===== src/inc/lgc_regs.svh =====
`ifndef LGC_REGS_SVH
`define LGC_REGS_SVH
// Register offsets (byte addresses on the plain register port).
`define LGC_GCR1_ADDR 12'hfe1
`define LGC_GCR2_ADDR 12'hfe2
`define LGC_PMC_ADDR 12'hfe0
`define LGC_STAT_ADDR 12'hfe8
`define LGC_ICLR_ADDR 12'hfe9
`define LGC_IEN_ADDR 12'hfea
`define LGC_SEG_BASE 12'hf08
// Field positions.
`define LGC_GCR1_EXLOSS_BIT 1
`define LGC_GCR1_TEST_BIT 0
`define LGC_PMC_ARB_BIT 3
`define LGC_PMC_MUTE_BIT 2
`define LGC_ST_LOS_SET_BIT 0
`define LGC_ST_LOS_CLR_BIT 1
// Reset values.
`define LGC_GCR1_RST 8'h00
`define LGC_GCR2_RST 8'h00
`define LGC_PMC_RST 8'h00
`define LGC_SEG_RST 8'h00
// Loss detection zero counts.
`define LGC_LOS_NORMAL 13'd175
`define LGC_LOS_EXTENDED 13'd4096
`endif


===== src/inc/lgc_pkg.sv =====
`default_nettype none
package lgc_pkg;
   // Control bits that steer the line interface.
   typedef struct packed {
      logic arb_enable;
      logic mute_enable;
      logic ext_loss;
      logic in_circuit_test_enable;
   } lgc_ctl_s;
   // State of the block, apart from the line synchroniser.
   typedef struct packed {
      logic [7:0] gcr1;
      logic [7:0] gcr2;
      logic [7:0] pmc;
      logic [7:0][7:0] seg;
      logic [12:0] zero_cnt;
      logic los;
      logic [1:0] status;
      logic [1:0] irq_en;
      logic irq;
      logic [7:0] rdata;
      logic rx_data;
      logic [7:0] tx_level;
      logic [2:0] tx_phase;
      logic tx_oe;
   } lgc_state_s;
endpackage
`default_nettype wire


===== src/core/lgc_global_ctl.sv =====
// Notes on behaviour
// RULE_01: Arbitrary pulse uses eight segment registers.
// RULE_02: Mute receive data to zeros during loss.
// RULE_03: Extended mode declares loss after 4096 zeros.
// RULE_04: Normal mode declares loss after 175 zeros.
// RULE_05: In-circuit test tristates all outputs; the code releases only tx_oe, and the other outputs stay driven.
// RULE_06: Software writes zero to second register.
// RULE_07: Any received one restarts the zero counter.
`timescale 1ns/1ps
`default_nettype none
`include "lgc_regs.svh"
module lgc_global_ctl
   import lgc_pkg::*;
(
   input wire logic clk,
   input wire logic reset_n,
   input wire logic [11:0] addr,
   input wire logic [7:0] wdata,
   input wire logic wr,
   input wire logic rd,
   output logic [7:0] rdata,
   input wire logic rx_line, // Raw received bit, from a pin.
   input wire logic rx_bit_en, // One-cycle enable per received bit.
   input wire logic tx_bit_en, // One-cycle enable per transmit segment.
   input wire logic tx_mark, // Transmit a mark in the coming bit.
   output logic rx_data, // Recovered data toward the framer.
   output logic receive_loss_of_signal, // High while loss is declared.
   output logic [7:0] tx_level, // Pulse amplitude toward the driver.
   output logic tx_oe, // High while the transmit pin is driven.
   output logic irq // Level interrupt from the enabled status bits.
);
   // Synchroniser for the line input.
   logic rx_meta_reg;
   logic rx_sync_reg;
   // State register and its next value.
   lgc_state_s st_reg;
   lgc_state_s st_next;
   // Decoded control bits.
   lgc_ctl_s ctl;

   // Normal shaped pulse level for a segment of a mark.
   // Segments 0 to 3 carry the pulse, 4 to 7 the return to zero.
   function automatic logic [7:0] normal_level(input logic [2:0] ph);
      normal_level = (ph < 3'h4) ? 8'h7f : 8'h00;
   endfunction

   // Segment registers fill one aligned block of eight addresses; both
   // the write and the read decode go through this check.
   function automatic logic is_seg(input logic [11:0] a);
      logic [11:0] base;
      base = `LGC_SEG_BASE;
      is_seg = (a[11:3] == base[11:3]);
   endfunction

   // Two flip-flops bring the line input into the clock domain.
   // Only the second stage is read by logic, so a metastable first
   // stage never reaches the loss counter.
   always_ff @(posedge clk or negedge reset_n) begin
      if (!reset_n) begin
         // Both stages start low, like a quiet line.
         rx_meta_reg <= 1'b0;
         rx_sync_reg <= 1'b0;
      end else begin
         // Shift the line level one stage per clock.
         rx_meta_reg <= rx_line;
         rx_sync_reg <= rx_meta_reg;
      end
   end

   // Control fields picked from the registers.
   // They steer the logic below and are never stored on their own.
   always_comb begin
      ctl.arb_enable = st_reg.pmc[`LGC_PMC_ARB_BIT];
      ctl.mute_enable = st_reg.pmc[`LGC_PMC_MUTE_BIT];
      ctl.ext_loss = st_reg.gcr1[`LGC_GCR1_EXLOSS_BIT];
      ctl.in_circuit_test_enable = st_reg.gcr1[`LGC_GCR1_TEST_BIT];
   end

   // Next-state logic for the whole block: register writes, loss
   // detection, receive muting, pulse shaping, events and read data.
   always_comb begin
      logic [12:0] limit; // Zero count at which loss is declared.
      logic los_set_ev; // Loss declared on this bit.
      logic los_clr_ev; // Loss ended on this bit.
      logic [7:0] lvl; // Amplitude chosen for this segment.
      limit = 13'd0;
      los_set_ev = 1'b0;
      los_clr_ev = 1'b0;
      lvl = 8'h00;
      st_next = st_reg;
      // Register writes; the second register is kept as written.
      if (wr) begin
         if (addr == `LGC_GCR1_ADDR) begin
            // Extended loss and in-circuit test bits.
            st_next.gcr1 = wdata;
         end else if (addr == `LGC_GCR2_ADDR) begin
            // No function; stored so that software reads it back.
            st_next.gcr2 = wdata;
         end else if (addr == `LGC_PMC_ADDR) begin
            // Arbitrary pulse and receive mute bits.
            st_next.pmc = wdata;
         end else if (addr == `LGC_IEN_ADDR) begin
            // Interrupt enables share the layout of the status bits.
            st_next.irq_en = wdata[1:0];
         end else if (is_seg(addr)) begin
            // One of the eight pulse segment amplitudes.
            st_next.seg[addr[2:0]] = wdata; // RULE_01
         end
      end
      // Loss detection on the synchronised line bit.
      limit = ctl.ext_loss ? `LGC_LOS_EXTENDED : `LGC_LOS_NORMAL; // RULE_03
      if (rx_bit_en) begin
         if (rx_sync_reg) begin
            // A one breaks the run of zeros and ends any loss.
            st_next.zero_cnt = 13'd0; // RULE_07
            if (st_reg.los) begin
               st_next.los = 1'b0;
               los_clr_ev = 1'b1;
            end
         end else begin
            // The count stops at the limit so that it cannot wrap.
            if (st_reg.zero_cnt < limit) begin
               st_next.zero_cnt = st_reg.zero_cnt + 13'd1;
            end
            // Declared on the zero that completes the run; the level
            // then stands until a one arrives.
            if (!st_reg.los && (st_reg.zero_cnt + 13'd1 >= limit)) begin
               st_next.los = 1'b1; // RULE_04
               los_set_ev = 1'b1;
            end
         end
         // A bit that arrives while loss stands is muted, the one that
         // ends the loss included, so no stray bit reaches the framer.
         if (ctl.mute_enable && st_reg.los) begin
            st_next.rx_data = 1'b0; // RULE_02
         end else begin
            // Muting off or no loss: the bit passes unchanged.
            st_next.rx_data = rx_sync_reg; // RULE_02
         end
      end
      // Transmit pulse shaping, one segment per enable.
      if (tx_bit_en) begin
         // The phase wraps after the eighth segment of a bit.
         st_next.tx_phase = st_reg.tx_phase + 3'h1;
         if (tx_mark) begin
            // A mark takes the programmed or the normal amplitude.
            lvl = ctl.arb_enable ? st_reg.seg[st_reg.tx_phase] :
               normal_level(st_reg.tx_phase); // RULE_01
         end
         // A space leaves the amplitude at zero.
         st_next.tx_level = lvl;
      end
      // The driver is released while in-circuit test is set.
      st_next.tx_oe = !ctl.in_circuit_test_enable; // RULE_05
      // Clear register, with a new event winning over the clear.
      if (wr && addr == `LGC_ICLR_ADDR) begin
         // Each written one clears its sticky bit.
         st_next.status = st_reg.status & ~wdata[1:0];
      end
      // Events are applied after the clear so that none is lost.
      if (los_set_ev) begin
         st_next.status[`LGC_ST_LOS_SET_BIT] = 1'b1;
      end
      if (los_clr_ev) begin
         st_next.status[`LGC_ST_LOS_CLR_BIT] = 1'b1;
      end
      // The interrupt follows the status that is being stored.
      st_next.irq = |(st_next.status & st_next.irq_en);
      // Read data, valid in the cycle after the strobe and zero else.
      st_next.rdata = 8'h00;
      if (rd) begin
         if (addr == `LGC_GCR1_ADDR) begin
            st_next.rdata = st_reg.gcr1;
         end else if (addr == `LGC_GCR2_ADDR) begin
            st_next.rdata = st_reg.gcr2;
         end else if (addr == `LGC_PMC_ADDR) begin
            st_next.rdata = st_reg.pmc;
         end else if (addr == `LGC_STAT_ADDR) begin
            // Live loss level above the two sticky event bits.
            st_next.rdata = {5'h00, st_reg.los, st_reg.status};
         end else if (addr == `LGC_IEN_ADDR) begin
            // Enables read back in the status layout.
            st_next.rdata = {6'h00, st_reg.irq_en};
         end else if (is_seg(addr)) begin
            // Segment amplitudes read back as written.
            st_next.rdata = st_reg.seg[addr[2:0]];
         end
         // Unmapped addresses and the clear register read as zero.
      end
   end

   // State register with constant reset values.
   // Every field starts at zero except the driver enable, which is
   // high so that the transmit pin drives from reset on.
   always_ff @(posedge clk or negedge reset_n) begin
      if (!reset_n) begin
         // Clear everything first, then the documented defaults.
         st_reg <= '0;
         st_reg.gcr1 <= `LGC_GCR1_RST;
         st_reg.gcr2 <= `LGC_GCR2_RST;
         st_reg.pmc <= `LGC_PMC_RST;
         st_reg.tx_oe <= 1'b1;
      end else begin
         // Register the next state as a whole.
         st_reg <= st_next;
      end
   end

   // Outputs come straight from the state flip-flops.
   // Register port read data.
   assign rdata = st_reg.rdata;
   // Receive side toward the framer.
   assign rx_data = st_reg.rx_data;
   assign receive_loss_of_signal = st_reg.los;
   // Transmit side toward the line driver.
   assign tx_level = st_reg.tx_level;
   assign tx_oe = st_reg.tx_oe;
   assign irq = st_reg.irq;
endmodule
`default_nettype wire


===== config.mk =====
export PLATFORM = sky130hd
export DESIGN_NAME = lgc_global_ctl
export DESIGN_NICKNAME = d
export VERILOG_FILES = /design/src/inc/lgc_pkg.sv /design/src/core/lgc_global_ctl.sv
export VERILOG_INCLUDE_DIRS = /design/src /design/src/inc
export SDC_FILE = /design/constraint.sdc
export NUM_CORES = 1
export LEC_CHECK = 0
export ABC_AREA = 1
export BUFFER_PORTS_ARGS = -buffer_cell sky130_fd_sc_hd__buf_2
export CORE_UTILIZATION = 60
export CTS_CLUSTER_DIAMETER = 60
export DETAILED_ROUTE_END_ITERATION = 16
export PLACE_DENSITY = 0.76
export SETUP_SLACK_MARGIN = 0.2
export SYNTH_ARGS = -nofsm -noshare
export SYNTH_HDL_FRONTEND = slang
export SYNTH_SLANG_ARGS = --single-unit

===== constraint.sdc =====
create_clock -name clk -period 4.71 [get_ports clk]
set_clock_uncertainty 0.2 [all_clocks]
set_input_delay 0.2355 -clock clk [delete_from_list [all_inputs] [get_ports clk]]
set_output_delay 0.2355 -clock clk [all_outputs]
set_load 0.02 [all_outputs]

After elaboration in Yosys (flattened, before gate mapping)

Index checks and enable logic that the tools add are counted.

Add/subtract/negate cells: 2
$mul: 0
Div/mod/pow operators: 0
Order comparisons: 6
Equality and inequality tests: 7
Shifts and indexed selects: 0
Multiplexer cells: 36
Bitwise gates (word level): 7
Reduce and logical (&&, ||, !) cells: 15

Operator list:

| operator                                                              | number |
|---|---|
| 8-bit 2-to-1 mux                                                      | 12 |
| 12-bit == test, second input constant                                 | 6 |
| 64-bit bitwise mux                                                    | 1 |
| 8-bit binary-select mux with 3-bit select                             | 2 |
| 13-bit 2-to-1 mux                                                     | 2 |
| 8-bit demux with 3-bit select                                         | 1 |
| 14-bit 2-to-1 mux                                                     | 1 |
| 13-bit by 1-bit adder with 13-bit output, second input constant       | 1 |
| 13-bit >= comparator                                                  | 1 |
| 13-bit < comparator                                                   | 1 |
| 2-bit 2-to-1 mux                                                      | 6 |
| 1-bit 2-to-1 mux                                                      | 10 |
| 9-bit == test, second input constant                                  | 1 |
| 3-bit by 4-bit < comparator with 1-bit output, second input constant  | 2 |
| 7-bit 2-to-1 mux                                                      | 1 |
| 2-bit AND reduction                                                   | 3 |
| 6-bit AND reduction                                                   | 1 |
| 2-bit AND                                                             | 2 |
| 1-bit logical AND                                                     | 4 |
| 1-bit inverter                                                        | 4 |
| 4-bit AND reduction                                                   | 1 |
| 2-bit nonzero test                                                    | 2 |
| 3-bit by 1-bit adder with 3-bit output, second input constant         | 1 |
| 3-bit by 1-bit >= comparator with 1-bit output, second input constant | 1 |
| 5 further kinds                                                       | 6 |

Register bits after elaboration: 130
Bits in latches: 0
RAM bits: 0
Memory bits (read-only): 0
Output and inout port bits: 20
Memories kept: 0

Depth between registers and ports, before layout

Depth after elaboration: 9
Gate-level depth with buffers: 19

Worst setup path after synthesis

OpenSTA, ideal clock, no wires.

Kind: register -> register
From: register st_reg[27] (netlist bit)
To: register st_reg (netlist bit irq)
Library setup time: 117 ps
Arrival time: 2,208 ps
Slack: 2,185 ps
Stages on the path, launching flop included: 17
Period minus slack after synthesis: 2,525 ps
Path through: dfrtp_1 -> ha_1 -> nand2_1 -> nor2_1 -> nand4_1 -> nor2_1 -> xor2_1 -> ha_1 -> or2_2 -> nor2_1 -> nand2_1 -> nor2_1 -> nand2_1 -> nand2_1 -> nand2_1 -> nand2_1 -> nand2_1

RTL lines:

| what                   | RTL line              | source |
|---|---|---|
| start, declared        | lgc_global_ctl.sv:36  | `lgc_state_s st_reg;` |
| start signal, assigned | lgc_global_ctl.sv:205 | `st_reg <= st_next;` |

==> results_dict.tcl <==
set metrics [dict create \
    outcome "finished clean" \
    switching_power_w 0.000916 \
    num_vias 6314 \
    ff2ff_path_depth 16 \
    detail_route.first_pass.iterations 5 \
    ir_worst_vdd_mv 0.350 \
    cp_cell_sequence "ha_1, nand2_1, nor2_1, nand4_1, nor2_1, xor2_1, ha_1, or2_2, nor2_1, nand2_1, nor2_1, nand2_1, nand2_1, nand2_1, nand2_1, nand2_1" \
    cp-startpoint "st_reg[27]" \
    worstHoldPathCells 3 \
    grt_pass1_wl_um 29700 \
    p_seq_share_pct 40.0 \
    setup_viol 0 \
    path_max_fanout 7 \
    p_sw_share_pct 30.4 \
    wl_met1_um 8000 \
    syn-num-nets 915 \
    cp.arrival_ns 3.02 \
    synthDistinctLibCells 38 \
    tns_ns 0 \
    critical_path.slowest_cell "dfrtp_1" \
    root_buffer "clkbuf_16" \
    hp-class "in -> reg" \
    grt_usage_pct 33.5 \
    cp_slowest_stage_delay_ns 0.45 \
    drv_slew 0 \
    grt_pass1_vias 5852 \
    antenna_left 0 \
    yosysMostFrequentCell "nand2_1" \
    place_congestion 0.912 \
    multi_input_area_um2 3080 \
    wl_met3_um 1610 \
    min_period_ns 2.92 \
    wl_met2_um 8400 \
    rsz0062_at_grt "no" \
    largest_reg_flops 104 \
    post_cts_buffers 0 \
    via_per_inst 6.03 \
    cts_resized 0 \
    power.internal_w 0.00210 \
    drc 0 \
    fin_crit_sh_pct 61.9 \
    start_util_pct 62.6 \
    synth_cells 871 \
    hold_start "wdata[6]" \
    wl_um 18500 \
    wl_per_cell_um 17.7 \
    clkLatencyLatePin_ns 0.43 \
    port_buffers 47 \
    synth.ff_latch_count 130 \
    synth-edff-count 0 \
    seq_area_um2 3250 \
    synth_area_um2 6910 \
    syn_avg_cell_area_um2 7.93 \
    syn2layout_area_growth_pct 12.0 \
    antenna_cells 0 \
    startpoint_type "flip-flop" \
    synth_top_cell_by_area "dfrtp_1" \
    antenna_found_initial 0 \
    die_h_um 109 \
    grt_max_degree 52 \
    fin_nets 938 \
    critPathKind "reg -> reg" \
    max_freq_ghz 0.343 \
    fp-row-count 38 \
    cp-end-kind "flip-flop" \
    maxUsedRoutingLayer "met4" \
    synthTopCellsByArea "dfrtp_1 (47%), nand2_1 (13%), o21ai_0 (10%)" \
    core_area_um2 11000 \
    finalHoldViolations 0 \
    whs_ns 0.104 \
    r2r_slack_ns 1.79 \
    yosysTopAreaCellShare_pct 46.7 \
    dieArea_um2 12000 \
    synthFlopType "dfrtp_1" \
    max_slew_margin_pct 19.9 \
    async_reset_ff_share_pct 100 \
    hpwl_um 12400 \
    ios 48 \
    drive_above_1_share_pct 11.1 \
    grt.overflow.total 0 \
    r2r-start "st_reg[27]" \
    numCtsBuffers 17 \
    leakagePower_nw 3.62 \
    cts_sinks 130 \
    synth_common_cells "nand2_1 (233), o21ai_0 (140), dfrtp_1 (129)" \
    yosysSeqAreaShare_pct 47.1 \
    crit_path_frequent_cell "nand2_1" \
    drv_cap 0 \
    h-tree-depth 4 \
    worstMarginPinSlew_ns 1.19 \
    cellPowerDensity_nw_per_um2 390 \
    fillCellCount 899 \
    cts_tree "yes" \
    drtIter0Drc 748 \
    fp.dieW_um 109 \
    clkPwrFrac_pct 43.6 \
    yosysWarnings 0 \
    cts_max_path_buffers 2 \
    p_comb_share_pct 16.3 \
    cp.required_ns 4.82 \
    cts.clk_slew.worst_paths_ns 0.06 \
]
-- critical path: cells and delay by family, from the launching register on --
| kind | cells | cell delay, ns |
|---|---|---|
| and+or+nand+nor | 13 | 1.55 |
| adders and majority gates | 2 | 0.49 |
| DFF | 1 | 0.45 |
| xor gates and xnor gates | 1 | 0.10 |
-- cells by family (layout without fill, tap and decap cells) --
family / count (synthesis) / count (layout) / share of synthesized area, %
AO/OA/AOI/OAI: 251 / 251 / 20.2
XOR/XNOR: 6 / 6 / 0.760
adder cells (fa/ha/maj): 16 / 16 / 2.90
buffers and inverters: 128 / 164 / 8.40
flip-flops: 130 / 130 / 47.1
AND/OR/NAND/NOR: 340 / 340 / 20.7
-- per-layer routing --
metal	up-vias	global-route usage (%)
met5	-	0
met4	0	16.0
met3	48	8.24
met2	307	50.0
met1	2991	45.9
li1	2968	-
-- area by class of cell --
cell class              count  share of cell area (%)
clock inverters            14                    1.97
clock buffers              18                    5.68
multi-input cells         613                    39.8
well taps                 140                    2.26
inverters                  71                    3.48
repair buffers             61                    4.79
flip-flops and latches    130                    42.1
-- power by group through the flow --
| stage | clock [W] | combinational (W) | sequential [W] |
|---|---|---|---|
| floorplan | 0 | 0.000375 | 0.00120 |
| global placement | 0 | 0.000466 | 0.00122 |
| detailed placement | 0 | 0.000473 | 0.00123 |
| CTS | 0.00133 | 0.000484 | 0.00121 |
| global route | 0.00138 | 0.000544 | 0.00121 |
| finish | 0.00132 | 0.000493 | 0.00121 |
-- through the flow --
step / area [um2] / setup WS (ns) / util (%) / cells / total power [W]
2_1_floorplan: 6910 / 2.19 / - / 871 / 0.00157
3_5_place_dp: 7030 / 1.85 / 63.8 / 1004 / 0.00170
4_1_cts: 7740 / 1.80 / 70.1 / 1047 / 0.00302
3_3_place_gp: 7030 / 1.96 / 63.8 / 1004 / 0.00169
6_report: 7740 / 1.79 / 70.1 / 1047 / 0.00302
5_1_grt: 7740 / 1.53 / 70.1 / 1047 / 0.00313
-- cells in the final DEF, fill, tap and decap left out, types with 5 or more instances in the layout --
cell	instances
nand2_1	233
o21ai_0	140
dfrtp_1	129
inv_1	66
a21oi_1	55
nor2_1	46
buf_2	46
nand3_1	34
o221ai_1	30
o21ai_1	17
clkbuf_16	17
ha_1	16
dlygate4sd3_1	11
nor3_1	8
xor2_1	5
-- final timing paths --
kind | to
setup / recovery | irq
hold / removal | st_reg[102]
setup reg to reg | irq
hold reg to reg | rx_sync_reg
max in group asynchronous | st_reg[109]
min in group asynchronous | tx_level[2]
-- repair_timing --
item,4_1_cts,5_1_grt
setup endpoints to repair,0,0
hold endpoints to repair,67,0
hold buffers,11,0
Power figures use the tool's default switching activity.
